`config.mk`:
```
export PLATFORM = sky130hd
export DESIGN_NAME = osc_stop_and_clock_select
export DESIGN_NICKNAME = d
export VERILOG_FILES = /design/src/common/osc_ctrl_pkg.sv /design/src/hdl/osc_stop_and_clock_select.sv
export SDC_FILE = /design/constraint.sdc
export NUM_CORES = 1
export LEC_CHECK = 0
export BUFFER_PORTS_ARGS = -buffer_cell sky130_fd_sc_hd__buf_4
export CORE_ASPECT_RATIO = 0.8
export CORE_MARGIN = 2
export CORE_UTILIZATION = 47
export DETAILED_ROUTE_END_ITERATION = 8
export GPL_TIMING_DRIVEN = 0
export PLACE_DENSITY = 0.8
export SLEW_MARGIN = 40
export SYNTH_ARGS = -nofsm -noshare
export SYNTH_HDL_FRONTEND = slang
export SYNTH_SLANG_ARGS = --single-unit
```
`constraint.sdc`:
```
create_clock -name hclk -period 2.57 [get_ports hclk]
set_clock_uncertainty 0.05 [all_clocks]
set_input_delay 0.6425 -clock hclk [delete_from_list [all_inputs] [get_ports hclk]]
set_output_delay 0.6425 -clock hclk [all_outputs]
set_load 0.03 [all_outputs]
```
`src/common/osc_ctrl_pkg.sv`:
```
// Constants and types for the oscillator stop and clock select block
package osc_ctrl_pkg;

   // ==========================================================
   // Register byte offsets
   localparam logic [7:0] OFS_MODE   = 8'h00;
   localparam logic [7:0] OFS_RUN    = 8'h04;
   localparam logic [7:0] OFS_CPUCLK = 8'h08;
   localparam logic [7:0] OFS_OPT    = 8'h0C;

   // ==========================================================
   // Oscillator mode register fields
   localparam int         MODE_EXT_CLK  = 7;
   localparam int         MODE_MAIN_OSC = 6;
   localparam int         MODE_SUB_PIN  = 4;
   localparam int         MODE_AMP_GAIN = 0;
   localparam logic [7:0] MODE_MASK     = 8'hD1;
   localparam logic [7:0] MODE_RESET    = 8'h00;

   // Run control register fields
   localparam int         RUN_SUB_STOP  = 6;
   localparam int         RUN_FAST_STOP = 0;
   localparam logic [7:0] RUN_RESET     = 8'h40;

   // CPU clock select register fields
   localparam int         CK_SUB_STAT   = 7;
   localparam int         CK_SUB_SEL    = 6;
   localparam int         CK_MAIN_STAT  = 5;
   localparam int         CK_MAIN_SEL   = 4;
   localparam logic [7:0] CK_RESET      = 8'h00;

   // Option byte fields
   localparam int         OPT_WDT_STBY  = 0;
   localparam int         OPT_WDT_EN    = 4;

   // AHB encodings
   localparam logic [1:0] HTRANS_NONSEQ = 2'h2;
   localparam logic [2:0] HSIZE_BYTE    = 3'h0;

   // ==========================================================
   // Timing
   localparam int         CLK_PERIOD_NS  = 25;
   localparam int         CLK_KHZ        = 40000;
   localparam int         SWITCH_TIME_NS = 100;
   localparam int         SWITCH_CYC     = (SWITCH_TIME_NS + CLK_PERIOD_NS - 1) / CLK_PERIOD_NS;
   localparam int         SLOW_OSC_KHZ   = 240;
   localparam int         SLOW_TICK_CYC  = CLK_KHZ / SLOW_OSC_KHZ;

   // ==========================================================
   // Types
   typedef enum logic [1:0] {SRC_FAST, SRC_MAIN, SRC_SUB} clk_src_e;
   typedef enum logic [1:0] {PM_RUN, PM_HALT, PM_STOP} pwr_mode_e;

   typedef struct packed {
      logic fast_on;
      logic main_on;
      logic sub_on;
      logic slow_on;
   } osc_en_s;

   typedef struct packed {
      logic [7:0] addr;
      logic       write;
      logic [2:0] size;
      logic       valid;
   } ahb_req_s;

endpackage : osc_ctrl_pkg

```
`src/hdl/osc_stop_and_clock_select.sv`:
```
// Oscillator start/stop control and CPU clock source selection
//
// Added by the designer: the AHB-Lite slave port and the register addresses.
`timescale 1ns/10ps

module osc_stop_and_clock_select (
   input  wire  logic                        hclk,
   input  wire  logic                        hresetn,
   input  wire  logic                        clk_en,
   // AHB-Lite slave
   input  wire  logic                        hsel,
   input  wire  logic [31:0]                 haddr,
   input  wire  logic [1:0]                  htrans,
   input  wire  logic                        hwrite,
   input  wire  logic [2:0]                  hsize,
   input  wire  logic [31:0]                 hwdata,
   input  wire  logic                        hready,
   output logic                              hreadyout,
   output logic                              hresp,
   output logic [31:0]                       hrdata,
   // Core events and straps
   input  wire  logic                        stop_exec,
   input  wire  logic                        halt_exec,
   input  wire  logic                        standby_release,
   input  wire  logic [7:0]                  option_byte,
   input  wire  logic                        lvd_default_on,
   input  wire  logic                        supply_ok,
   input  wire  logic                        main_osc_ready,
   // Clock control outputs
   output osc_ctrl_pkg::osc_en_s             osc_en,
   output osc_ctrl_pkg::clk_src_e            cpu_clk_src,
   output logic                              cpu_clk_div2,
   output logic                              periph_on_sub,
   output logic                              analog_serial_ok,
   output logic                              sub_pins_crystal,
   output logic                              wdt_tick,
   output logic                              cpu_reset_hold
);

   // ==========================================================
   // Registers
   logic [7:0]               mode_ff;
   logic                     mode_written_ff;
   logic [7:0]               run_ff;
   logic                     sub_sel_ff;
   logic                     main_sel_ff;
   logic [7:0]               opt_ff;
   logic                     opt_loaded_ff;
   osc_ctrl_pkg::ahb_req_s   req_ff;
   osc_ctrl_pkg::pwr_mode_e  pm_ff;
   osc_ctrl_pkg::clk_src_e   src_ff;
   logic [3:0]               sw_cnt_ff;
   logic [7:0]               tick_cnt_ff;
   logic                     tick_ff;
   logic                     hold_ff;
   logic [31:0]              rdata_ff;
   osc_ctrl_pkg::osc_en_s    en_ff;

   osc_ctrl_pkg::clk_src_e   target;
   logic                     target_ready;
   logic                     addr_take;
   logic                     wr_mode;
   logic                     wr_run;
   logic                     wr_ck;
   logic [7:0]               ck_rd;
   logic                     nxt_slow_on;

   // ==========================================================
   // AHB-Lite address phase
   assign addr_take = hsel & hready & (htrans == osc_ctrl_pkg::HTRANS_NONSEQ);
   assign hreadyout = 1'b1;
   assign hresp     = 1'b0;
   assign hrdata    = rdata_ff;

   always_ff @(posedge hclk or negedge hresetn) begin
      if (!hresetn) begin
         req_ff <= '0;
      end else if (clk_en) begin
         if (hready) begin
            req_ff.valid <= addr_take;
            req_ff.addr  <= haddr[7:0];
            req_ff.write <= hwrite;
            req_ff.size  <= hsize;
         end
      end
   end

   assign wr_mode = req_ff.valid & req_ff.write & (req_ff.addr == osc_ctrl_pkg::OFS_MODE);
   assign wr_run  = req_ff.valid & req_ff.write & (req_ff.addr == osc_ctrl_pkg::OFS_RUN);
   assign wr_ck   = req_ff.valid & req_ff.write & (req_ff.addr == osc_ctrl_pkg::OFS_CPUCLK);

   // Status read back from the completed source only
   always_comb begin
      ck_rd = 8'h00;
      ck_rd[osc_ctrl_pkg::CK_SUB_STAT]  = (src_ff == osc_ctrl_pkg::SRC_SUB);
      ck_rd[osc_ctrl_pkg::CK_MAIN_STAT] = (src_ff == osc_ctrl_pkg::SRC_MAIN);
      ck_rd[osc_ctrl_pkg::CK_SUB_SEL]   = sub_sel_ff;
      ck_rd[osc_ctrl_pkg::CK_MAIN_SEL]  = main_sel_ff;
   end

   // Read data registered at the address phase
   always_ff @(posedge hclk or negedge hresetn) begin
      if (!hresetn) begin
         rdata_ff <= 32'h0000_0000;
      end else if (clk_en && hready) begin
         rdata_ff <= 32'h0000_0000;
         if (addr_take && !hwrite) begin
            case (haddr[7:0])
               osc_ctrl_pkg::OFS_MODE:   rdata_ff[7:0] <= mode_ff;
               osc_ctrl_pkg::OFS_RUN:    rdata_ff[7:0] <= run_ff;
               osc_ctrl_pkg::OFS_CPUCLK: rdata_ff[7:0] <= ck_rd;
               osc_ctrl_pkg::OFS_OPT:    rdata_ff[7:0] <= opt_ff;
               default:                  rdata_ff      <= 32'h0000_0000;
            endcase
         end
      end
   end

   // ==========================================================
   // Oscillator mode register, one byte write after reset
   always_ff @(posedge hclk or negedge hresetn) begin
      if (!hresetn) begin
         mode_ff         <= osc_ctrl_pkg::MODE_RESET;
         mode_written_ff <= 1'b0;
      end else if (clk_en) begin
         if (wr_mode && !mode_written_ff && req_ff.size == osc_ctrl_pkg::HSIZE_BYTE) begin
            mode_ff         <= hwdata[7:0] & osc_ctrl_pkg::MODE_MASK;
            mode_written_ff <= 1'b1;
         end
      end
   end

   // ==========================================================
   // Run control and CPU clock select registers
   always_ff @(posedge hclk or negedge hresetn) begin
      if (!hresetn) begin
         run_ff <= osc_ctrl_pkg::RUN_RESET;
      end else if (clk_en && wr_run) begin
         run_ff <= 8'h00;
         run_ff[osc_ctrl_pkg::RUN_SUB_STOP]  <= hwdata[osc_ctrl_pkg::RUN_SUB_STOP];
         run_ff[osc_ctrl_pkg::RUN_FAST_STOP] <= hwdata[osc_ctrl_pkg::RUN_FAST_STOP];
      end
   end

   always_ff @(posedge hclk or negedge hresetn) begin
      if (!hresetn) begin
         sub_sel_ff  <= 1'b0;
         main_sel_ff <= 1'b0;
      end else if (clk_en && wr_ck) begin
         sub_sel_ff  <= hwdata[osc_ctrl_pkg::CK_SUB_SEL];
         main_sel_ff <= hwdata[osc_ctrl_pkg::CK_MAIN_SEL];
      end
   end

   // Option byte captured on the first edge after release
   always_ff @(posedge hclk or negedge hresetn) begin
      if (!hresetn) begin
         opt_ff        <= 8'h00;
         opt_loaded_ff <= 1'b0;
      end else if (clk_en && !opt_loaded_ff) begin
         opt_ff        <= option_byte;
         opt_loaded_ff <= 1'b1;
      end
   end

   // ==========================================================
   // Power mode
   always_ff @(posedge hclk or negedge hresetn) begin
      if (!hresetn) begin
         pm_ff <= osc_ctrl_pkg::PM_RUN;
      end else if (clk_en) begin
         case (pm_ff)
            osc_ctrl_pkg::PM_RUN: begin
               if (stop_exec) begin
                  pm_ff <= osc_ctrl_pkg::PM_STOP;
               end else if (halt_exec) begin
                  pm_ff <= osc_ctrl_pkg::PM_HALT;
               end
            end
            osc_ctrl_pkg::PM_HALT,
            osc_ctrl_pkg::PM_STOP: begin
               if (standby_release) begin
                  pm_ff <= osc_ctrl_pkg::PM_RUN;
               end
            end
            default: pm_ff <= osc_ctrl_pkg::PM_RUN;
         endcase
      end
   end

   // ==========================================================
   // Oscillator enables
   // Slow oscillator waits for the option byte before it runs
   assign nxt_slow_on = opt_loaded_ff & opt_ff[osc_ctrl_pkg::OPT_WDT_EN]
                        & (opt_ff[osc_ctrl_pkg::OPT_WDT_STBY] | (pm_ff == osc_ctrl_pkg::PM_RUN));

   always_ff @(posedge hclk or negedge hresetn) begin
      if (!hresetn) begin
         en_ff <= '0;
      end else if (clk_en) begin
         en_ff.fast_on <= ~run_ff[osc_ctrl_pkg::RUN_FAST_STOP] & (pm_ff != osc_ctrl_pkg::PM_STOP);
         en_ff.main_on <= mode_ff[osc_ctrl_pkg::MODE_MAIN_OSC] & (pm_ff != osc_ctrl_pkg::PM_STOP);
         en_ff.sub_on  <= ~run_ff[osc_ctrl_pkg::RUN_SUB_STOP] & mode_ff[osc_ctrl_pkg::MODE_SUB_PIN];
         en_ff.slow_on <= nxt_slow_on;
      end
   end

   assign osc_en           = en_ff;
   assign sub_pins_crystal = mode_ff[osc_ctrl_pkg::MODE_SUB_PIN];

   // ==========================================================
   // CPU clock source switch; slow oscillator is never a target
   always_comb begin
      if (sub_sel_ff) begin
         target = osc_ctrl_pkg::SRC_SUB;
      end else if (main_sel_ff) begin
         target = osc_ctrl_pkg::SRC_MAIN;
      end else begin
         target = osc_ctrl_pkg::SRC_FAST;
      end
   end

   always_comb begin
      case (target)
         osc_ctrl_pkg::SRC_SUB:  target_ready = en_ff.sub_on;
         osc_ctrl_pkg::SRC_MAIN: target_ready = en_ff.main_on & main_osc_ready;
         default:                target_ready = en_ff.fast_on;
      endcase
   end

   always_ff @(posedge hclk or negedge hresetn) begin
      if (!hresetn) begin
         src_ff    <= osc_ctrl_pkg::SRC_FAST;
         sw_cnt_ff <= 4'h0;
      end else if (clk_en) begin
         if (target == src_ff || !target_ready) begin
            sw_cnt_ff <= 4'h0;
         end else if (sw_cnt_ff == 4'(osc_ctrl_pkg::SWITCH_CYC - 1)) begin
            src_ff    <= target;
            sw_cnt_ff <= 4'h0;
         end else begin
            sw_cnt_ff <= sw_cnt_ff + 4'h1;
         end
      end
   end

   assign cpu_clk_src      = src_ff;
   assign cpu_clk_div2     = (src_ff == osc_ctrl_pkg::SRC_SUB);
   assign periph_on_sub    = (src_ff == osc_ctrl_pkg::SRC_SUB);
   assign analog_serial_ok = (src_ff != osc_ctrl_pkg::SRC_SUB);

   // ==========================================================
   // Nominal watchdog tick from the slow oscillator
   always_ff @(posedge hclk or negedge hresetn) begin
      if (!hresetn) begin
         tick_cnt_ff <= 8'h00;
         tick_ff     <= 1'b0;
      end else if (clk_en) begin
         tick_ff <= 1'b0;
         if (!en_ff.slow_on) begin
            tick_cnt_ff <= 8'h00;
         end else if (tick_cnt_ff == 8'(osc_ctrl_pkg::SLOW_TICK_CYC - 1)) begin
            tick_cnt_ff <= 8'h00;
            tick_ff     <= 1'b1;
         end else begin
            tick_cnt_ff <= tick_cnt_ff + 8'h01;
         end
      end
   end

   assign wdt_tick = tick_ff;

   // ==========================================================
   // Reset hold while supply is below the detector level
   always_ff @(posedge hclk or negedge hresetn) begin
      if (!hresetn) begin
         hold_ff <= 1'b1;
      end else if (clk_en) begin
         hold_ff <= lvd_default_on & ~supply_ok;
      end
   end

   assign cpu_reset_hold = hold_ff;

   // ==========================================================
   // Checks
   stop_halts_fast_a : assert property (@(posedge hclk) disable iff (!hresetn)
      (clk_en && pm_ff == osc_ctrl_pkg::PM_STOP) ##1 clk_en |-> !en_ff.fast_on)
      else $error("fast oscillator runs in stop");

   fast_stop_bit_a : assert property (@(posedge hclk) disable iff (!hresetn)
      (clk_en && run_ff[osc_ctrl_pkg::RUN_FAST_STOP]) ##1 clk_en |-> !en_ff.fast_on)
      else $error("fast oscillator not halted by stop bit");

   status_code_a : assert property (@(posedge hclk) disable iff (!hresetn)
      sub_sel_ff && en_ff.sub_on && clk_en && src_ff != osc_ctrl_pkg::SRC_SUB
      |-> ##[1:8] ck_rd[osc_ctrl_pkg::CK_SUB_STAT] || !clk_en || !sub_sel_ff || !en_ff.sub_on)
      else $error("subsystem status not reported");

   mode_write_once_a : assert property (@(posedge hclk) disable iff (!hresetn)
      mode_written_ff |=> $stable(mode_ff))
      else $error("mode register changed after first write");

   sub_div_a : assert property (@(posedge hclk) disable iff (!hresetn)
      $rose(cpu_clk_div2) |-> $past(sub_sel_ff) && $past(en_ff.sub_on))
      else $error("halved subsystem clock without selection");

   sub_survives_stop_a : assert property (@(posedge hclk) disable iff (!hresetn)
      (clk_en && en_ff.sub_on && !run_ff[osc_ctrl_pkg::RUN_SUB_STOP] && stop_exec) ##1 clk_en |-> en_ff.sub_on)
      else $error("stop instruction halted subsystem oscillator");

   sub_stop_bit_a : assert property (@(posedge hclk) disable iff (!hresetn)
      (clk_en && run_ff[osc_ctrl_pkg::RUN_SUB_STOP]) ##1 clk_en |-> !en_ff.sub_on)
      else $error("subsystem oscillator not halted by stop bit");

   slow_standby_a : assert property (@(posedge hclk) disable iff (!hresetn)
      (clk_en && pm_ff != osc_ctrl_pkg::PM_RUN && !opt_ff[osc_ctrl_pkg::OPT_WDT_STBY]) ##1 clk_en
      |-> !en_ff.slow_on)
      else $error("slow oscillator runs in standby");

   slow_disabled_a : assert property (@(posedge hclk) disable iff (!hresetn)
      !opt_ff[osc_ctrl_pkg::OPT_WDT_EN] |-> !en_ff.slow_on)
      else $error("slow oscillator runs with watchdog off");

   switch_delay_a : assert property (@(posedge hclk) disable iff (!hresetn)
      $changed(src_ff) |-> $past(sw_cnt_ff) == 4'(osc_ctrl_pkg::SWITCH_CYC - 1))
      else $error("source changed before switch time");

   cover_to_sub_c  : cover property (@(posedge hclk) disable iff (!hresetn) src_ff == osc_ctrl_pkg::SRC_SUB);
   cover_stop_c    : cover property (@(posedge hclk) disable iff (!hresetn)
      pm_ff == osc_ctrl_pkg::PM_STOP ##[1:20] pm_ff == osc_ctrl_pkg::PM_RUN);
   cover_wdt_tick_c : cover property (@(posedge hclk) disable iff (!hresetn) tick_ff);
   cover_main_c    : cover property (@(posedge hclk) disable iff (!hresetn) src_ff == osc_ctrl_pkg::SRC_MAIN);
   cover_halt_c    : cover property (@(posedge hclk) disable iff (!hresetn) pm_ff == osc_ctrl_pkg::PM_HALT);

   reset_fast_a : assert property (@(posedge hclk) disable iff (!hresetn)
      $rose(opt_loaded_ff) |-> src_ff == osc_ctrl_pkg::SRC_FAST && en_ff.fast_on)
      else $error("fast oscillator not running after reset");

   slow_start_a : assert property (@(posedge hclk) disable iff (!hresetn)
      $rose(opt_loaded_ff) && opt_ff[osc_ctrl_pkg::OPT_WDT_EN] && clk_en && pm_ff == osc_ctrl_pkg::PM_RUN
      |=> en_ff.slow_on)
      else $error("slow oscillator did not start after reset");

   pins_input_a : assert property (@(posedge hclk) disable iff (!hresetn)
      !mode_written_ff |-> !sub_pins_crystal)
      else $error("subsystem pins left input mode without write");

   freeze_hold_a : assert property (@(posedge hclk) disable iff (!hresetn)
      !clk_en |=> $stable(src_ff) && $stable(en_ff) && $stable(hold_ff) && $stable(mode_ff))
      else $error("state moved while clock enable low");

endmodule : osc_stop_and_clock_select

```
=== Yosys cells after proc, flatten, opt, wreduce, memory -nomap -nowiden ===
Index checks and enable logic that the tools add are counted.
Widths: inputs -> output; s select.

* Output and inout bits: 46
* Bits in registers: 85
* Bits of input ports: 89

* $add $sub $neg: 2
* Equality and inequality tests: 19
* Reductions and logical operators: 21
* Muxes and demuxes: 15
* Bitwise logic cells: 18

{| class="wikitable"
|+ Operators with widths
! kind !! count
|-
| $pmux 8 s4 || 1
|-
| $eq 8x4->1 const B || 3
|-
| $mux 8 || 3
|-
| $eq 8x3->1 const B || 2
|-
| $logic_not 8->1 || 2
|-
| $and 1x1->1 || 13
|-
| $add 8x1->8 const B || 1
|-
| $eq 2x2->1 const B || 4
|-
| $eq 8x8->1 const B || 1
|-
| $mux 2 || 4
|-
| $mux 4 || 2
|-
| $logic_and 1x1->1 || 7
|-
| $eq 2x1->1 const B || 3
|-
| $ne 2x2->1 const B || 3
|-
| $reduce_and 3->1 || 2
|-
| $add 4x1->4 const B || 1
|-
| $eq 4x2->1 const B || 1
|-
| $logic_not 1->1 || 4
|-
| $not 1->1 || 4
|-
| $pmux 2 s2 || 1
|-
| $reduce_and 2->1 || 2
|-
| $logic_not 3->1 || 1
|-
| $mux 1 || 3
|-
| $ne 3x3->1 const B || 1
|-
| other kinds (6) || 6
|}

=== Depth between registers and ports, before layout ===
Gate-level depths: netlist of the first run.

* Depth in word-level cells: 8
* Gate-level depth with buffers: 6

=== Worst setup path before layout of the first run ===
No wires, ideal clock.

* Path type: register to register
* From: reg src_ff[0], in the netlist cpu_clk_src[0]
* To: reg src_ff[0], in the netlist cpu_clk_src[0]
* Setup slack: 0.420 ns
* Stages on the path, launching flop included: 5
* Buffers on the path: 0
* Arrival: 1.975 ns
* Data required time: 2.395 ns
* Clock period less this slack: 2.150 ns
* Path through: dfrtp_1 > nand2b_1 > a21boi_0 > nor4b_1 > mux2_2

* Cells in the longest elaborated chain, start to end: 4

{| class="wikitable"
|+ RTL lines
! element !! line !! text
|-
| start: declaration || osc_stop_and_clock_select.sv:51 || <nowiki>osc_ctrl_pkg::clk_src_e src_ff;</nowiki>
|-
| start signal: assignment || osc_stop_and_clock_select.sv:233 || <nowiki>src_ff <= osc_ctrl_pkg::SRC_FAST;</nowiki>
|-
| start signal: assignment || osc_stop_and_clock_select.sv:239 || <nowiki>src_ff <= target;</nowiki>
|-
| $eq 2x2->1 || osc_stop_and_clock_select.sv:236 || <nowiki>if (target == src_ff || !target_ready) begin</nowiki>
|-
| $logic_or 1x1->1 || osc_stop_and_clock_select.sv:236 ||
|-
| $not 1->1 (no source line) || - ||
|-
| $reduce_and 3->1 (no source line) || - ||
|}

No other way between the ends.
A chain may end at the register's enable or synchronous reset.

=== Final worst setup path of the first run ===
* From: reg src_ff[0], in the netlist cpu_clk_src[0]
* To: out periph_on_sub

* Cells in the longest elaborated chain, start to end: 1

{| class="wikitable"
|+ RTL lines
! element !! line !! text
|-
| $eq 2x2->1 || osc_stop_and_clock_select.sv:249 || <nowiki>assign periph_on_sub = (src_ff == osc_ctrl_pkg::SRC_SUB);</nowiki>
|-
| end: declaration || osc_stop_and_clock_select.sv:33 || <nowiki>output logic periph_on_sub,</nowiki>
|}

No other way between the ends.

==> impl_metrics.env, run 1 <==
export IMPL_via_count=2225
export IMPL_min_period_over_period_pct=80.5
export IMPL_syn2layout_area_growth_pct=28.5
export IMPL_dp_hpwl_um=4520
export IMPL_worst_slew_pin_slew_ns=0.807
export IMPL_crit_chain="nand2b_1 > inv_1 > buf_4 > buf_4"
export IMPL_slew_headroom_pct=46.0
export IMPL_wl_um=6230
export IMPL_die_x_um=93.5
export IMPL_cts_tree="built"
export IMPL_synth_top_family_by_area="multiplexers"
export IMPL_yosys_top_cells_count="59 x dfrtp_1, 30 x mux2_2, 29 x buf_4"
export IMPL_die_h_um=75.6
export IMPL_fmax_mhz=483
export IMPL_nets=444
export IMPL_dp_slack_ns=0.266
export IMPL_synthArstFlopShare_pct=100
export IMPL_critPathRequiredTime_ns=1.88
export IMPL_wl_met1_um=2690
export IMPL_synth_top_area_share_pct=49.0
export IMPL_root_buffer="clkbuf_8"
export IMPL_grt_remaining_overflow=0
export IMPL_gp_congestion=0.766
export IMPL_clock_sinks=61
export IMPL_synth_compound_area_share_pct=10.8
export IMPL_h_tree_depth=3
export IMPL_status="finished, final reports clean"
export IMPL_mappedNetlistArea_mm2=0.00301
export IMPL_hold_path_class="in -> async"
export IMPL_synth_seq_cells=61
export IMPL_cp_end_kind="primary output"
export IMPL_fin_ws_ns=0.500
export IMPL_die_area_mm2=0.00707
export IMPL_clkTransAtPathRegs_ns=0.07
export IMPL_yosys_area_share_adder_pct=2.08
export IMPL_wire_per_inst_um=14.2
export IMPL_fin_crit_ns=2.07
export IMPL_ir_drop_mv=0.365
export IMPL_clockBufferDepth=2
export IMPL_ctsResizeCount=0
export IMPL_leakagePower_nw=1.90
export IMPL_avgViaCountPerCell=5.07
export IMPL_maxCapViolCount=0
export IMPL_synth_xor_area_share_pct=0.873
export IMPL_initial_utilization_pct=47.9
export IMPL_synth_area_per_cell_um2=11.6
export IMPL_drtAntennaViolNets=0
export IMPL_synth_cell_types=52
export IMPL_rsz0062_at_grt="false"
export IMPL_synth_simple_gate_area_share_pct=12.6
export IMPL_antenna_found_initial=0
export IMPL_synthCells=260
export IMPL_grt_start_max_net_pins=62
export IMPL_synthTopCellsByArea="dfrtp_1 49%, mux2_2 11%, buf_4 7.2%"
export IMPL_cp_slowest_cell="dfrtp_1"
export IMPL_io_pins=135
export IMPL_track_usage_pct=19.1
export IMPL_synth_most_common_cell="dfrtp_1"
export IMPL_drcViolationCount=0
export IMPL_ys_warn_count=0
export IMPL_placementRows=26
export IMPL_crit_type="reg -> out"
export IMPL_n_antenna_cell=0
export IMPL_ys_seq_area_share_pct=50.8
export IMPL_cp_max_fo=5
export IMPL_port_buffers=55
export IMPL_power_mw=2.54
export IMPL_grt_pass1_vias=2103
export IMPL_grt_pass1_wl_um=9980
export IMPL_route_met3_wl_um=405
export IMPL_post_cts_repair_setup_buffers=0
export IMPL_path_depth=4
export IMPL_final_area_mm2=0.00387
export IMPL_cts_buffers=9
export IMPL_core_mm2=0.00628
export IMPL_tns_ns=0
export IMPL_top_layer_used="met4"
export IMPL_drive_above_1_share_pct=40.6
export IMPL_holdBufCountCts=0
export IMPL_muxShareOfSynthArea_pct=13.3
export IMPL_first_pass_iters=4
export IMPL_drv_slew=0
export IMPL_cp_top_family="flip-flops"
export IMPL_critPathMaxStageDelay_ns=0.44
export IMPL_power_density_mw_per_mm2=657
export IMPL_cp_start_kind="register"
export IMPL_synth_top_area_cell="dfrtp_1"
export IMPL_worstPathArrival_ns=1.38
export IMPL_setup_viol=0
export IMPL_synth_edf_count=0
export IMPL_wl_met2_um=3010
export IMPL_hold_viol_final=0
export IMPL_drt_initial_drc_count=100
export IMPL_critical_path_buf_inv_count=3
export IMPL_reg2regPathDepth=4
export IMPL_ys_flop_type="dfrtp_1"
export IMPL_placed_cell_area_mm2=0.00362
export IMPL_clk_insertion_delay_late_ns=0.35
export IMPL_crit_top_cell="buf_4"
export IMPL_final_util_pct=61.6
==> sequential cells by signal, summed over array words and instances, names as in the netlist, 2 cells and up <==
name         cells
req_ff          13
hrdata           8
opt_ff           8
tick_cnt_ff      8
mode_ff          4
osc_en           4
sw_cnt_ff        4
cpu_clk_src      2
pm_ff            2
run_ff           2
==> worst paths after layout <==
check	startpoint	to	slack [ns]
worst max-delay path	cpu_clk_src[0]$_DFFE_PN0P_	periph_on_sub	0.50
worst min-delay path	hresetn	wdt_tick$_DFFE_PN0P_	0.21
worst min register to register	mode_written_ff$_DFFE_PN0P_	mode_written_ff$_DFFE_PN0P_	0.43
worst max register to register	cpu_clk_src[0]$_DFFE_PN0P_	cpu_clk_src[1]$_DFFE_PN0P_	0.58
min in group hclk	mode_written_ff$_DFFE_PN0P_	mode_written_ff$_DFFE_PN0P_	0.43
max in group asynchronous	hresetn	cpu_reset_hold$_DFFE_PN1P_	1.88
==> area by class of cell <==
| class | count | area (µm²) |
|---|---|---|
| multi-input cells | 178 | 1290 |
| flip-flops and latches | 61 | 1530 |
| repair buffers | 55 | 417 |
| fillers | 530 | 2410 |
| well taps | 84 | 105 |
| inverters | 11 | 41.3 |
| plain buffers | 34 | 238 |
| clock buffers | 9 | 124 |
| clock inverters | 7 | 123 |
==> through the flow <==
step,hold WS [ns],cells
floorplan,0.297,284
finish,0.206,439
CTS,0.337,439
global placement,0.400,423
global route,0.239,439
detailed placement,0.408,423
==> cell families after synthesis <==
kind of cell	count (synthesis)
AO/OA/AOI/OAI	47
flip-flops	61
other	2
AND/OR/NAND/NOR	62
multiplexers	35
buffers and inverters	45
adder cells (fa/ha/maj)	5
XOR/XNOR	3
==> cell usage in the layout (no fill, tap or decap), types with 4 or more instances in the layout <==
cell	instances
and3_1	4
buf_4	83
clkbuf_8	9
conb_1	26
dfrtp_1	59
ha_1	5
inv_1	11
mux2_2	30
nand2_1	19
nand2b_1	5
nand3b_1	5
nor2_1	4
o21ai_0	16
o2bb2ai_1	4
o31ai_1	4
==> power by group <==
part,switching [mW],internal (mW),total (mW)
Sequential,0.0546,1.04,1.09
Clock,0.400,0.648,1.05
Combinational,0.225,0.179,0.403
==> routing by layer <==
metal / vias to the layer above / GRT usage, %
met5: - / 0
met4: 0 / 7.52
met3: 15 / 7.22
met2: 69 / 30.8
met1: 1077 / 23.9
li1: 1064 / -
Power figures use the tool's default switching activity.
==> inputs of run 2 (changes only) <==
- clock period: 2.57 -> 1.91 ns (I/O delays scaled with it)
==> run 2 against run 1 <==
Compared with the run above: wire length decreased by 0.64%; combinational power is 34% higher; global-route usage fell by 1.2 points; die area stayed put; sequential share of layout area is 0.13 points higher; critical endpoint unchanged; register-to-register slack got worse by 0.49 ns; highest routed layer unchanged.
==> impl_metrics.env, run 2 (synthesized netlist as in run 1, its figures left out) <==
export IMPL_mostFrequentLayoutCell="buf_4"
export IMPL_fin_crit_ns=1.86
export IMPL_drt_initial_drc_count=120
export IMPL_final_util_pct=61.5
export IMPL_clock_sinks=61
export IMPL_fin_ws_ns=0.0490
export IMPL_slew_headroom_pct=43.9
export IMPL_fillCellCount=511
export IMPL_power_mw=3.12
export IMPL_grt_start_max_net_pins=62
export IMPL_die_area_mm2=0.00707
export IMPL_p_int_mw=2.23
export IMPL_nets=446
export IMPL_layout_common_cells="85 x buf_4, 58 x dfrtp_1, 30 x mux2_2, 26 x conb_1, 19 x nand2_1"
export IMPL_antenna_found_initial=0
export IMPL_p_comb_share_pct=17.4
export IMPL_gp_congestion=0.778
export IMPL_status="finished, final reports clean"
export IMPL_syn2layout_area_growth_pct=28.2
export IMPL_io_pins=135
export IMPL_crit_type="reg -> out"
export IMPL_power_switching_uw=887
export IMPL_switching_share_pct=28.4
export IMPL_placed_cells=423
export IMPL_via_count=2224
export IMPL_leakagePower_nw=1.92
export IMPL_holdBufCountCts=0
export IMPL_ir_drop_mv=0.408
export IMPL_clkTransAtPathRegs_ns=0.07
export IMPL_die_h_um=75.6
export IMPL_setup_viol=0
export IMPL_final_area_mm2=0.00386
export IMPL_min_period_over_period_pct=97.4
export IMPL_wl_um=6190
export IMPL_core_mm2=0.00628
export IMPL_grt_pass1_wl_um=9520
export IMPL_clk_insertion_delay_late_ns=0.35
export IMPL_cts_buffers=9
export IMPL_grt_remaining_overflow=0
export IMPL_worst_slew_pin_slew_ns=0.836
export IMPL_tns_ns=0
export IMPL_seq_power_share_pct=47.2
export IMPL_drv_slew=0
export IMPL_holdWs_ns=0.0332
export IMPL_rsz0062_at_grt="false"
export IMPL_initial_utilization_pct=47.9
export IMPL_drcViolationCount=0
export IMPL_first_pass_iters=4
export IMPL_die_x_um=93.5
export IMPL_wire_per_inst_um=14.0
export IMPL_regArea_mm2=0.00153
export IMPL_cts_tree="built"
export IMPL_clockBufferDepth=2
export IMPL_dp_slack_ns=-0.224
export IMPL_cp_end_kind="primary output"
export IMPL_placementRows=26
export IMPL_maxCapViolCount=0
export IMPL_multi_input_area_mm2=0.00132
export IMPL_track_usage_pct=17.9
export IMPL_power_density_mw_per_mm2=808
export IMPL_port_buffers=55
export IMPL_dp_hpwl_um=4490
export IMPL_placed_cell_area_mm2=0.00363
export IMPL_worstPathArrival_ns=1.33
export IMPL_h_tree_depth=3
export IMPL_drtAntennaViolNets=0
export IMPL_root_buffer="clkbuf_8"
export IMPL_fmax_mhz=537
export IMPL_fin_cells=441
export IMPL_grt_pass1_vias=1971
export IMPL_hold_path_class="in -> async"
export IMPL_clkPwrFrac_pct=35.4
export IMPL_n_antenna_cell=0
export IMPL_cp_start_kind="register"
export IMPL_cp_max_fo=4
export IMPL_hold_viol_final=0
export IMPL_largest_reg_flops=13
export IMPL_critPathRequiredTime_ns=1.38
export IMPL_avgViaCountPerCell=5.04
export IMPL_regMostFlops="req_ff"
export IMPL_drive_above_1_share_pct=42.0
[run 2: changes by cell type in the layout (fill, tap and decap cells not counted), sizes merged]
cell / delta
inv: -1
clkinvlp: -1
clkinv: +4
bufinv: -2
buf: +2
[run 2: path summary, 6_finish.rpt]
| check | startpoint | endpoint | slack [ns] | cells after the start |
|---|---|---|---|---|
| worst max-delay path | cpu_clk_src[0]$_DFFE_PN0P_ | periph_on_sub | 0.05 | 4 |
| worst max register to register | req_ff[6]$_DFFE_PN0P_ | mode_ff[7]$_DFFE_PN0P_ | 0.09 | 4 |
| min in group hclk | option_byte[3] | opt_ff[3]$_DFFE_PN0P_ | 0.31 | 2 |
| worst min-delay path | hresetn | tick_cnt_ff[2]$_DFFE_PN0P_ | 0.03 | 1 |
| worst min register to register | mode_written_ff$_DFFE_PN0P_ | mode_written_ff$_DFFE_PN0P_ | 0.42 | 1 |
| max in group asynchronous | hresetn | cpu_reset_hold$_DFFE_PN1P_ | 1.37 | 1 |
[run 2: power groups by stage]
| stage | Sequential (mW) | Clock, mW | Combinational (mW) |
|---|---|---|---|
| global route | 1.48 | 1.17 | 0.598 |
| global placement | 1.49 | 0 | 0.517 |
| finish | 1.47 | 1.11 | 0.541 |
| CTS | 1.47 | 1.13 | 0.540 |
| detailed placement | 1.49 | 0 | 0.536 |
| floorplan | 1.50 | 0 | 0.347 |
[run 2: repair_timing]
action,in CTS,in global routing
endpoints found under the setup margin,1,8
gates cloned,0,0
buffers inserted,0,2
resized for setup,1,3
pin swaps,0,1
[run 2: per-layer routing]
| layer | vias up | wire length [µm] | global-route usage, % |
|---|---|---|---|
| li1 | 1069 | - | - |
| met3 | 8 | 343 | 6.13 |
| met4 | 0 | 93 | 6.86 |
| met5 | - | 0 | 0 |
| met2 | 56 | 2910 | 27.5 |
| met1 | 1091 | 2840 | 23.9 |
[run 2: layout make-up]
class	count	area share (%)
inverters	11	1.07
repair buffers	57	11.2
multi-input cells	178	34.3
plain buffers	34	6.16
clock buffers	9	3.21
clock inverters	7	1.72
well taps	84	2.72
flip-flops and latches	61	39.7
[run 2: critical path: stages (launching register included)]
cell and delay (ns):
dfrtp_2 0.44, nand2b_2 0.22, inv_1 0.08, buf_4 0.10
buf_4 0.14
==> inputs of run 3 (changes only) <==
- SETUP_SLACK_MARGIN: default -> 0.15
==> run 3 against run 2 <==
Compared with the run above: wire length up 0.21%; hold slack better by 0.013 ns; setup slack better by 0.038 ns; global-route usage up 0.90 points; flip-flop and latch count unchanged; total power up 1.6%; count of clock-buffer cells in the layout up 3; die area unchanged; largest power group unchanged; core utilization up 1.0 points; sequential power about the same; cell area up 1.7%; via count down 0.94%.
==> impl_metrics.env, run 3 (synthesized netlist as in run 1, its figures left out) <==
export IMPL_clkTransAtPathRegs_ns=0.07
export IMPL_via_count=2203
export IMPL_clock_sinks=61
export IMPL_final_util_pct=62.5
export IMPL_wl_met1_um=2790
export IMPL_holdWs_ns=0.0464
export IMPL_route_met3_wl_um=379
export IMPL_cp_max_fo=5
export IMPL_drive_above_1_share_pct=43.7
export IMPL_initial_utilization_pct=47.9
export IMPL_r2r_start="req_ff[6]$_DFFE_PN0P_"
export IMPL_fin_ws_ns=0.0873
export IMPL_final_area_mm2=0.00392
export IMPL_min_period_over_period_pct=95.4
export IMPL_top_layer_used="met4"
export IMPL_dp_slack_ns=-0.0962
export IMPL_power_density_mw_per_mm2=808
export IMPL_io_pins=135
export IMPL_dp_hpwl_um=4370
export IMPL_rrSetupSlack_ns=0.09
export IMPL_mostFrequentLayoutCell="buf_4"
export IMPL_status="finished, final reports clean"
export IMPL_grt_pass1_wl_um=10100
export IMPL_maxCapViolCount=0
export IMPL_wire_per_inst_um=14.0
export IMPL_crit_chain="or4_4 > nor4_4 > nand3b_4 > mux2_4"
export IMPL_regMostFlops="req_ff"
export IMPL_die_area_mm2=0.00707
export IMPL_track_usage_pct=18.8
export IMPL_drtAntennaViolNets=0
export IMPL_fin_crit_ns=1.82
export IMPL_grt_remaining_overflow=0
export IMPL_die_x_um=93.5
export IMPL_critical_path_buf_inv_count=0
export IMPL_placed_cells=423
export IMPL_largest_reg_flops=13
export IMPL_setup_viol=0
export IMPL_gp_congestion=0.788
export IMPL_clk_insertion_delay_late_ns=0.35
export IMPL_clockBufferDepth=2
export IMPL_critPathMaxStageDelay_ns=0.56
export IMPL_drv_slew=0
export IMPL_cp_top_family="simple AND/OR/NAND/NOR gates"
export IMPL_worstPathArrival_ns=2.00
export IMPL_leakagePower_nw=1.93
export IMPL_fmax_mhz=549
export IMPL_fillCellCount=506
export IMPL_critPathRequiredTime_ns=2.09
export IMPL_first_pass_iters=4
export IMPL_fin_cells=443
export IMPL_cp_end_kind="register"
export IMPL_drcViolationCount=0
export IMPL_antenna_found_initial=0
export IMPL_rsz0062_at_grt="true"
export IMPL_drt_initial_drc_count=113
export IMPL_cts_tree="built"
export IMPL_placed_cell_area_mm2=0.00364
export IMPL_startpoint="req_ff[6]$_DFFE_PN0P_"
export IMPL_h_tree_depth=3
export IMPL_slew_headroom_pct=53.3
export IMPL_worst_slew_pin_slew_ns=0.699
export IMPL_placementRows=26
export IMPL_avgViaCountPerCell=4.97
export IMPL_wl_um=6200
export IMPL_layout_common_cells="85 x buf_4, 57 x dfrtp_1, 30 x mux2_2, 26 x conb_1, 19 x nand2_1"
export IMPL_nets=448
export IMPL_n_antenna_cell=0
export IMPL_crit_type="reg -> reg"
export IMPL_r2r_end="mode_ff[7]$_DFFE_PN0P_"
export IMPL_grt_start_max_net_pins=62
export IMPL_reg2regPathDepth=4
export IMPL_cts_buffers=9
export IMPL_core_mm2=0.00628
export IMPL_port_buffers=55
export IMPL_syn2layout_area_growth_pct=30.3
export IMPL_ir_drop_mv=0.409
export IMPL_hold_viol_final=0
export IMPL_grt_pass1_vias=2034
export IMPL_cp_slowest_cell="or4_4"
export IMPL_wl_met2_um=2940
export IMPL_cp_start_kind="register"
export IMPL_die_h_um=75.6
export IMPL_hold_path_class="in -> async"
export IMPL_root_buffer="clkbuf_8"
## run 3: how the worst max path moves through the flow
stage,end,depth (start not counted),slack (ns)
after global routing,mode_ff[7]$_DFFE_PN0P_,4,0.009
final,mode_ff[7]$_DFFE_PN0P_,4,0.09
after global placement,hrdata[3]$_DFFE_PN0P_,5,-0.10
after CTS,mode_ff[7]$_DFFE_PN0P_,4,0.08
after detailed placement,hrdata[3]$_DFFE_PN0P_,5,-0.1
after floorplan,hrdata[1]$_DFFE_PN0P_,4,0.12
## run 3: final cells by class
class | instances | area [µm²] | share of cell area, %
tap | 84 | 105 | 2.68
inverter | 11 | 41.3 | 1.05
clock inverter | 4 | 47.5 | 1.21
sequential | 61 | 1530 | 39.0
timing repair buffer | 59 | 450 | 11.5
multi-input combinational | 178 | 1360 | 34.7
buffer | 34 | 241 | 6.15
clock buffer | 12 | 145 | 3.70
## run 3: worst reg2reg max path: cells and delay by family, from the launching register on
family | cells | cell delay [ns]
simple gates | 3 | 0.95
flops | 1 | 0.38
mux | 1 | 0.33
## run 3: per-stage QoR
| step | setup TNS [ns] | power, mW |
|---|---|---|
| final | 0 | 3.17 |
| after global placement | -0.418 | 2.01 |
| after floorplan | 0 | 1.85 |
| after global routing | 0 | 3.33 |
| after CTS | 0 | 3.17 |
| after detailed placement | -0.392 | 2.03 |
## run 3: power breakdown
group	total (mW)	internal [mW]	switching [mW]
clock network	1.13	0.634	0.499
registers	1.48	1.40	0.0800
logic	0.560	0.254	0.306
total	3.17	2.28	0.885
## run 3: per-layer routing
| metal | track usage (%) | vias to the layer above |
|---|---|---|
| met5 | 0 | - |
| met4 | 6.70 | 0 |
| met3 | 5.54 | 11 |
| met2 | 28.3 | 70 |
| met1 | 26.3 | 1053 |
| li1 | - | 1069 |
## run 3: repair_timing
item                                    in CTS  in global routing
buffers inserted                             2                  2
pin swaps                                    0                  1
resized for setup                            5                  7
hold buffers                                 0                  0
endpoints found under the setup margin      11                 14
gates cloned                                 0                  0
hold endpoints to repair                     0                  0
